==> src/logic/asrc_consts.vh <==
`ifndef ASRC_CONSTS_VH
`define ASRC_CONSTS_VH
// Clock period in picoseconds
`define ASRC_CLK_PS 10000
// Write timing minimums, nanoseconds
`define ASRC_T_CYCLE_NS 70
`define ASRC_T_STROBE_NS 50
`define ASRC_T_ENABLE_NS 55
`define ASRC_T_ADDR_SETUP_NS 60
`define ASRC_T_DATA_SETUP_NS 30
`define ASRC_T_DATA_HOLD_NS 5
`define ASRC_T_ADDR_HOLD_NS 0
// Recovery delay after power-good, milliseconds (upper bound)
`define ASRC_T_REC_MS 200
// Cycle counts, least times round up
`define ASRC_CYC(ns) (((ns) * 1000 + `ASRC_CLK_PS - 1) / `ASRC_CLK_PS)
`define ASRC_CYC_STROBE `ASRC_CYC(`ASRC_T_DATA_SETUP_NS > `ASRC_T_STROBE_NS ? `ASRC_T_DATA_SETUP_NS : `ASRC_T_STROBE_NS)
`define ASRC_CYC_HOLD ((`ASRC_CYC(`ASRC_T_DATA_HOLD_NS) > 0) ? `ASRC_CYC(`ASRC_T_DATA_HOLD_NS) : 1)
`define ASRC_CYC_CYCLE `ASRC_CYC(`ASRC_T_CYCLE_NS)
`define ASRC_CYC_REC ((`ASRC_T_REC_MS * 1000000) / (`ASRC_CLK_PS / 1000))
// State codes
`define ASRC_ST_RECOVER 3'h0
`define ASRC_ST_IDLE 3'h1
`define ASRC_ST_SETUP 3'h2
`define ASRC_ST_STROBE 3'h3
`define ASRC_ST_HOLD 3'h4
`define ASRC_ST_GAP 3'h5
`define ASRC_ST_READ 3'h6
`endif

==> src/logic/asrc_counter.v <==
`default_nettype none
module asrc_counter #(
	parameter WIDTH = 32
) (
	input  wire             i_clock,
	input  wire             i_reset_n,
	input  wire             i_enable,
	input  wire             i_load,
	input  wire [WIDTH-1:0] i_value,
	output reg              o_done
);
	reg [WIDTH-1:0] count;
	always @(posedge i_clock)
	begin
		if (!i_reset_n)
		begin
			// Reset starts a full count, as a fresh power-up does
			count <= i_value;
			o_done <= 1'b0;
		end
		else if (i_enable)
		begin
			if (i_load)
			begin
				count <= i_value;
				o_done <= 1'b0;
			end
			else if (count != {WIDTH{1'b0}})
			begin
				count <= count - {{(WIDTH-1){1'b0}}, 1'b1};
				o_done <= (count == {{(WIDTH-1){1'b0}}, 1'b1});
			end
			else
				o_done <= 1'b1;
		end
	end
endmodule
`default_nettype wire

==> src/logic/asrc_host.v <==
// What this block does
// - Address stays stable from write start to its terminating edge.
// - Terminating signal stays inactive at least zero ns before next access.
// - Data valid 30 ns before write end, held 5 ns after.
// - Cycle at least 70 ns, strobe 50 ns, enable 55 ns.
// - Address valid at least 60 ns before the terminating edge.
// - Address valid no later than the write's starting edge.
// - Output enable stays high during writes to avoid contention.
// - Accesses resume only after 40 to 200 ms recovery delay.
`default_nettype none
`include "asrc_consts.vh"
module asrc_host #(
	parameter ADDR_WIDTH = 13,
	parameter DATA_WIDTH = 8,
	parameter REC_CYCLES = `ASRC_CYC_REC
) (
	input  wire                  i_clock,
	input  wire                  i_reset_n,
	input  wire                  i_clock_enable,
	input  wire                  i_power_good,
	input  wire                  i_req_valid,
	input  wire                  i_req_write,
	input  wire [ADDR_WIDTH-1:0] i_req_addr,
	input  wire [DATA_WIDTH-1:0] i_req_data,
	output reg                   o_req_ready,
	output reg                   o_rsp_valid,
	output reg  [DATA_WIDTH-1:0] o_rsp_data,
	output reg  [ADDR_WIDTH-1:0] o_sram_addr,
	output reg                   o_chip_select_low_active_n,
	output reg                   o_chip_select_high_active,
	output reg                   o_output_enable_n,
	output reg                   o_write_strobe_n,
	input  wire [DATA_WIDTH-1:0] i_sram_data,
	output reg  [DATA_WIDTH-1:0] o_sram_data,
	output reg                   o_sram_data_oe_n
);
	// Whole clocks per minimum, rounded up; the gap fills out the cycle time
	localparam [31:0] STROBE_N   = `ASRC_CYC_STROBE;
	localparam [31:0] HOLD_N     = `ASRC_CYC_HOLD;
	localparam [31:0] CYCLE_N    = `ASRC_CYC_CYCLE;
	localparam [31:0] GAP_N      = (CYCLE_N > STROBE_N + HOLD_N) ? CYCLE_N - STROBE_N - HOLD_N : 32'h1;
	localparam [3:0]  CYC_STROBE = STROBE_N[3:0];
	localparam [3:0]  CYC_HOLD   = HOLD_N[3:0];
	localparam [3:0]  CYC_CYCLE  = CYCLE_N[3:0];
	localparam [3:0]  CYC_GAP    = GAP_N[3:0];

	reg  [2:0] state;
	reg  [3:0] timer;
	wire       rec_done;
	wire       rec_load = !i_power_good;

	// Recovery timer restarts on every power dip
	asrc_counter #(
		.WIDTH(32)
	) u_rec (
		.i_clock  (i_clock),
		.i_reset_n(i_reset_n),
		.i_enable (i_clock_enable),
		.i_load   (rec_load),
		.i_value  (REC_CYCLES),
		.o_done   (rec_done)
	);

	always @(posedge i_clock)
	begin
		if (!i_reset_n)
		begin
			state <= `ASRC_ST_RECOVER;
			timer <= 4'h0;
			o_req_ready <= 1'b0;
			o_rsp_valid <= 1'b0;
			o_rsp_data <= {DATA_WIDTH{1'b0}};
			o_sram_addr <= {ADDR_WIDTH{1'b0}};
			o_chip_select_low_active_n <= 1'b1;
			o_chip_select_high_active <= 1'b0;
			o_output_enable_n <= 1'b1;
			o_write_strobe_n <= 1'b1;
			o_sram_data <= {DATA_WIDTH{1'b0}};
			o_sram_data_oe_n <= 1'b1;
		end
		else if (i_clock_enable)
		begin
			o_rsp_valid <= 1'b0;
			// One down-counter shared by the strobe, hold, read and gap phases; recovery uses u_rec
			if (timer != 4'h0)
				timer <= timer - 4'h1;
			case (state)
				`ASRC_ST_RECOVER:
				begin
					// Enables inactive until full delay elapses
					o_chip_select_low_active_n <= 1'b1;
					o_chip_select_high_active <= 1'b0;
					o_write_strobe_n <= 1'b1;
					o_output_enable_n <= 1'b1;
					o_sram_data_oe_n <= 1'b1;
					if (rec_done && i_power_good)
					begin
						state <= `ASRC_ST_IDLE;
						o_req_ready <= 1'b1;
					end
				end
				`ASRC_ST_IDLE:
				begin
					if (!i_power_good)
					begin
						state <= `ASRC_ST_RECOVER;
						o_req_ready <= 1'b0;
					end
					else if (i_req_valid)
					begin
						o_req_ready <= 1'b0;
						// Address and data set up on the same edge as the chip selects, before the strobe edge
						o_sram_addr <= i_req_addr;
						o_chip_select_low_active_n <= 1'b0;
						o_chip_select_high_active <= 1'b1;
						if (i_req_write)
						begin
							o_sram_data <= i_req_data;
							o_sram_data_oe_n <= 1'b0;
							o_output_enable_n <= 1'b1;
							state <= `ASRC_ST_SETUP;
						end
						else
						begin
							o_output_enable_n <= 1'b0;
							// Host floats the data pins so only the device drives them
							o_sram_data_oe_n <= 1'b1;
							timer <= CYC_CYCLE - 4'h1;
							state <= `ASRC_ST_READ;
						end
					end
					else
					begin
						// Park the bus at its idle levels between requests
						o_write_strobe_n <= 1'b1;
						o_output_enable_n <= 1'b1;
						o_sram_data_oe_n <= 1'b1;
					end
				end
				`ASRC_ST_SETUP:
				begin
					// Strobe falls last, so it starts the write
					o_write_strobe_n <= 1'b0;
					timer <= CYC_STROBE - 4'h1;
					state <= `ASRC_ST_STROBE;
				end
				`ASRC_ST_STROBE:
				begin
					// Strobe rise ends the write; address and data held
					if (timer == 4'h0 || !i_power_good)
					begin
						o_write_strobe_n <= 1'b1;
						timer <= CYC_HOLD - 4'h1;
						state <= `ASRC_ST_HOLD;
					end
				end
				`ASRC_ST_HOLD:
				begin
					// One hold clock covers both the data and the address hold
					if (timer == 4'h0)
					begin
						// Data and chip selects released only after strobe rose
						o_sram_data_oe_n <= 1'b1;
						o_chip_select_low_active_n <= 1'b1;
						o_chip_select_high_active <= 1'b0;
						timer <= CYC_GAP - 4'h1;
						state <= `ASRC_ST_GAP;
					end
				end
				`ASRC_ST_READ:
				begin
					// Sampled after a full cycle so the access time has passed, or at once on supply loss
					if (timer == 4'h0 || !i_power_good)
					begin
						o_rsp_data <= i_sram_data;
						o_rsp_valid <= 1'b1;
						o_output_enable_n <= 1'b1;
						o_chip_select_low_active_n <= 1'b1;
						o_chip_select_high_active <= 1'b0;
						timer <= 4'h0;
						state <= `ASRC_ST_GAP;
					end
				end
				`ASRC_ST_GAP:
				begin
					// Terminating signals stay inactive before the next access
					if (timer == 4'h0)
					begin
						state <= i_power_good ? `ASRC_ST_IDLE : `ASRC_ST_RECOVER;
						o_req_ready <= i_power_good;
					end
				end
				default:
					state <= `ASRC_ST_RECOVER;
			endcase
			// Supply loss drops strobe and enables at once in any state;
			// data stays driven one more clock so its hold is kept
			if (!i_power_good)
			begin
				o_write_strobe_n <= 1'b1;
				o_chip_select_low_active_n <= 1'b1;
				o_chip_select_high_active <= 1'b0;
				o_output_enable_n <= 1'b1;
				o_req_ready <= 1'b0;
				state <= `ASRC_ST_RECOVER;
			end
		end
	end
endmodule
`default_nettype wire

==> config.mk <==
export PLATFORM = sky130hd
export DESIGN_NAME = asrc_host
export DESIGN_NICKNAME = d
export VERILOG_FILES = /design/src/logic/asrc_counter.v /design/src/logic/asrc_host.v
export VERILOG_INCLUDE_DIRS = /design/src /design/src/logic
export SDC_FILE = /design/constraint.sdc
export NUM_CORES = 1
export LEC_CHECK = 0
export ABC_AREA = 1
export BUFFER_PORTS_ARGS = -buffer_cell sky130_fd_sc_hd__buf_2
export CORE_MARGIN = 2
export CORE_UTILIZATION = 62
export CTS_BUF_LIST = sky130_fd_sc_hd__clkbuf_16
export CTS_CLUSTER_SIZE = 14
export DETAILED_ROUTE_END_ITERATION = 16
export HOLD_SLACK_MARGIN = 0.15
export PLACE_DENSITY = 0.84
export SKIP_CTS_REPAIR_TIMING = 1
export SYNTH_ARGS = -nofsm -noshare
export SYNTH_HDL_FRONTEND = slang
export SYNTH_HIERARCHICAL = 1
export SYNTH_SLANG_ARGS = --single-unit
==> constraint.sdc <==
create_clock -name i_clock -period 5.68 [get_ports i_clock]
set_clock_uncertainty 0.1 [all_clocks]
set_input_delay 0.568 -clock i_clock [delete_from_list [all_inputs] [get_ports i_clock]]
set_output_delay 0.568 -clock i_clock [all_outputs]
set_load 0.01 [all_outputs]
==> results by stage <==
Layout:
- The antenna cell count is 0.
- Relative to the synthesized area, the layout overhead comes to 18.0%.
- The finished cells cover 0.00532 mm^2.
- The non-filler instance count after layout is 837.
- The final standard cell utilization of the core is 0.746.
- For this run, the post-layout net count is 772.
- In the final layout, the share of cells above drive strength 1 is 0.199.

Flow run:
- Max-cap violations in this run came to 0.

Outcome:
- The run finished with clean final reports.

Global route:
- The total global routing overflow is 0.
- The initial antenna violation count is 0.
- The first global-routing pass estimated about 17,000 um of wire.
- The via count of the first global-routing pass is 3,881.
- For this run, the total global-route usage over all layers was measured as 0.268.
- Entering global routing, the biggest net connects 49 pins.

Floorplanning:
- The width of the die is 89.3 um.
- The die footprint is approximately 0.008 mm^2.
- The floorplan has 31 rows.
- The I/O pin total is 71.
- The region available for standard cell placement spans 0.00714 mm^2.
- The initial utilization of the core area, before any placement, comes to 0.632.
- The vertical die dimension is around 90 um.

Min path:
- The type of the most critical hold path is input pin to register.
- The startpoint identified for the worst hold timing path is i_req_data[3].
- Counting instances, the worst hold path has a depth of 3.
- The capture endpoint of the worst hold path is o_sram_data[3].

STA:
- At the pin with the least slew margin, the transition time is between 0.6 and 0.7 ns.
- The number of slew-limit violations in the final report is 0.
- Setup repair after global routing left no endpoint under its margin.
- The worst pin sits at a relative slew slack of 0.567.
- The total count of hold-check failures in the final report is 0.
- Setup violations remaining at the end of the flow were counted as 0.
- The routed design could run at a clock period as short as 2.80 ns.
- The peak clock frequency supported by timing is 358 MHz.
- The fraction of the cycle the final worst path needs is 0.492.
- For the final routed database, the setup TNS stands at 0 ns.

Yosys:
- The mapped netlist covers 0.00451 mm^2.
- The instance count of the mapped netlist is 636.
- The number of flops mapped to enable cells by yosys is 32.
- The library cell occupying the most area in the post-synthesis netlist is sky130_fd_sc_hd__edfxtp_1.
- Counting instances in the post-synthesis netlist gives the leading cell types as sky130_fd_sc_hd__nor2_1, sky130_fd_sc_hd__nand2_1, sky130_fd_sc_hd__inv_1, sky130_fd_sc_hd__dfxtp_1, sky130_fd_sc_hd__nand3_1.
- The number of distinct library cell variants in the gate-level netlist after synthesis is 42.
- For this run, asynchronously set or reset flops after synthesis account for 0.
- Of the synthesized area, sequential elements account for 0.408.
- The most used flip-flop cell after synthesis is sky130_fd_sc_hd__dfxtp_1.
- After synthesis, the mean cell area works out to 7.09 um^2.
- Sorting the synthesized cells by area gives the leading types as sky130_fd_sc_hd__edfxtp_1, sky130_fd_sc_hd__dfxtp_1, sky130_fd_sc_hd__nor2_1.
- The share of synthesized area in the top cell type comes to 0.213.
- The count of yosys warnings during synthesis is 6.
- The total of flip-flops plus latches after synthesis is 76.
- The most instantiated library cell after synthesis is sky130_fd_sc_hd__nor2_1.

Power and ir drop:
- For this design the ratio of total power to cell area is 273 mW/mm^2.
- The part of the power in the clock network is 0.383.
- The proportion of total power due to net switching is 0.294.
- The combinational share of power is 0.169.
- The worst supply voltage drop on vdd is 0.176 mV.
- The switching power is about 0.43 mW.
- The overall power consumption is 1.46 mW.
- The share of power burned in registers is 0.448.
- Cell internal power was estimated by the tool at roughly 1 mW.
- The static leakage power is roughly 2.5 nW.

Setup path:
- The critical path is of the input pin to register type.
- STA classifies the critical path endpoint as a register.
- The worst-path cell with the longest stage delay is sky130_fd_sc_hd__a21oi_2.
- The data required time of the critical path is 5.58 ns.
- The worst register-to-register path ends at u_rec/count[23].
- The logic depth of the worst register-to-register path is 8.
- The cell that appears most often on the critical path is sky130_fd_sc_hd__buf_4.
- The element type at the critical path start is an input pin.
- Together, buffers and inverters on the worst path number 5.
- In this run the worst path has a maximum fanout of 48.
- The cell family contributing the most delay on the critical path is buffers and inverters.
- Across all register-to-register paths, the minimum setup slack is around 3.2 ns.
- In this run the critical register-to-register path is launched from u_rec/count[0].
- The critical path goes through buf_2, inv_1, nor2_2, buf_4, inv_2, nor2_1, a21oi_2, buf_4.
- The largest incremental delay on the critical path is 0.48 ns.
- Data on the critical path arrives at its endpoint at between 2 and 3 ns.

Placed design:
- Once placement finished, the instance area stood at slightly above 0.005 mm^2.
- The total placed cells including tap cells is 821.
- The estimated wirelength of the detail-placed design is 7630 um.
- Buffers placed on the I/O ports in this run total 70.
- The final weighted congestion in routability-driven placement is between 0.9 and 1.

Detailed routing:
- The iteration count of the initial detailed-routing pass is 4.
- The DRC marker count from the first detailed-route iteration is 274.
- Once detail routing completed, the nets flagged for antenna violations numbered 0.
- The routed design has around 10,000 um of wire.
- The detailed-route via count is 4,225.
- The number of vias per cell is 5.05.
- The number of DRC violations after detailed routing is 0.
- The mean routed wirelength per cell is 12.4 um.

Clock tree:
- Clock-pin slew was measured on the worst setup and hold paths at 0.06 ns.
- The cell at the root of the clock tree is sky130_fd_sc_hd__clkbuf_16.
- In this run the number of H-tree levels came out at 3.
- TritonCTS built the clock tree.
- The maximum count of clock buffers along a single path is 2.
- The clock net sink count is 76.
- The number of buffers inserted during clock tree synthesis is 9.
- The later pin in the worst-skew pair is clocked with a latency of 0.33 ns.
-- worst max-delay path by stage --
stage                   start              end  depth (start not counted)
3_5_place_dp        i_reset_n  u_rec/count[19]                          8
2_1_floorplan  u_rec/count[0]   u_rec/count[0]                          7
4_1_cts             i_reset_n  u_rec/count[13]                          8
6_report            i_reset_n  u_rec/count[23]                          8
5_1_grt             i_reset_n  u_rec/count[13]                          8
3_3_place_gp        i_reset_n  u_rec/count[19]                          8
-- stage by stage --
step | hold WS, ns | setup slack, ns
after CTS | 0.359 | 2.91
after detailed placement | 0.359 | 2.57
after floorplan | 0.318 | 2.54
after global routing | 0.372 | 2.71
final | 0.364 | 2.88
after global placement | 0.340 | 2.66
-- routing by layer --
layer	vias up	share of wire	global-route usage
met3	20	0.062	0.0609
met2	127	0.48	0.459
met5	-	0	0
li1	2194	-	-
met1	1884	0.43	0.325
met4	0	0.021	0.107
-- cells by family after synthesis --
| family | after synthesis | share of synthesized area |
|---|---|---|
| flip-flops | 76 | 0.408 |
| XOR/XNOR | 10 | 0.0194 |
| buffers and inverters | 87 | 0.0793 |
| multiplexers | 2 | 0.00444 |
| adder cells (fa/ha/maj) | 4 | 0.0111 |
| AO/OA/AOI/OAI | 88 | 0.110 |
| other | 2 | 0.00166 |
| AND/OR/NAND/NOR | 367 | 0.366 |
-- worst reg2reg max path: stages (launching register included) --
cell                       delay [ns]
sky130_fd_sc_hd__edfxtp_1        0.39
sky130_fd_sc_hd__inv_1           0.11
sky130_fd_sc_hd__ha_1            0.29
sky130_fd_sc_hd__nand2_4         0.15
sky130_fd_sc_hd__nor2_8          0.07
sky130_fd_sc_hd__nand2_4         0.09
sky130_fd_sc_hd__nor2_1          0.06
sky130_fd_sc_hd__a21oi_2         0.48
sky130_fd_sc_hd__buf_4           0.43
-- power by group through the flow --
| stage | combinational (mW) | sequential [mW] | clock (mW) |
|---|---|---|---|
| after floorplan | 0.187 | 0.652 | 0 |
| after global placement | 0.233 | 0.660 | 0 |
| after detailed placement | 0.240 | 0.661 | 0 |
| after CTS | 0.244 | 0.650 | 0.562 |
| after global routing | 0.277 | 0.656 | 0.589 |
| final | 0.246 | 0.651 | 0.558 |
-- flip-flops by register name, indices dropped and copies added, names as in the netlist --
signal	count
o_output_enable_n	1
o_rsp_data	8
o_sram_data_oe_n	1
state	3
o_chip_select_low_active_n	1
o_write_strobe_n	1
o_sram_addr	13
o_chip_select_high_active	1
timer	4
o_rsp_valid	1
o_req_ready	1
o_sram_data	8
u_rec/count	32
u_rec/o_done	1
-- layout by cell type (no fill, tap or decap), types with 5 or more instances in the layout --
cell	synthesis	routed
sky130_fd_sc_hd__or2_2	9	9
sky130_fd_sc_hd__nand2_1	124	124
sky130_fd_sc_hd__edfxtp_1	32	32
sky130_fd_sc_hd__nor2_1	148	147
sky130_fd_sc_hd__o21ai_1	29	29
sky130_fd_sc_hd__nand3_1	37	37
sky130_fd_sc_hd__o21ai_0	23	23
sky130_fd_sc_hd__dfxtp_1	44	44
sky130_fd_sc_hd__nor2_4	5	5
sky130_fd_sc_hd__inv_2	7	7
sky130_fd_sc_hd__nand2_2	8	8
sky130_fd_sc_hd__buf_2	8	70
sky130_fd_sc_hd__clkbuf_16	0	10
sky130_fd_sc_hd__conb_1	2	32
sky130_fd_sc_hd__a21oi_1	20	19
sky130_fd_sc_hd__nor2_2	16	17
sky130_fd_sc_hd__inv_1	63	63
sky130_fd_sc_hd__xor2_1	8	8
-- final cells by class --
class	count	area, um^2
multi-input cells	503	2430
flip-flops and latches	76	1840
fillers	601	1810
well taps	99	124
repair buffers	72	365
clock buffers	10	250
inverters	71	269
clock inverters	6	43.8
(Power assumes the default switching activity.)
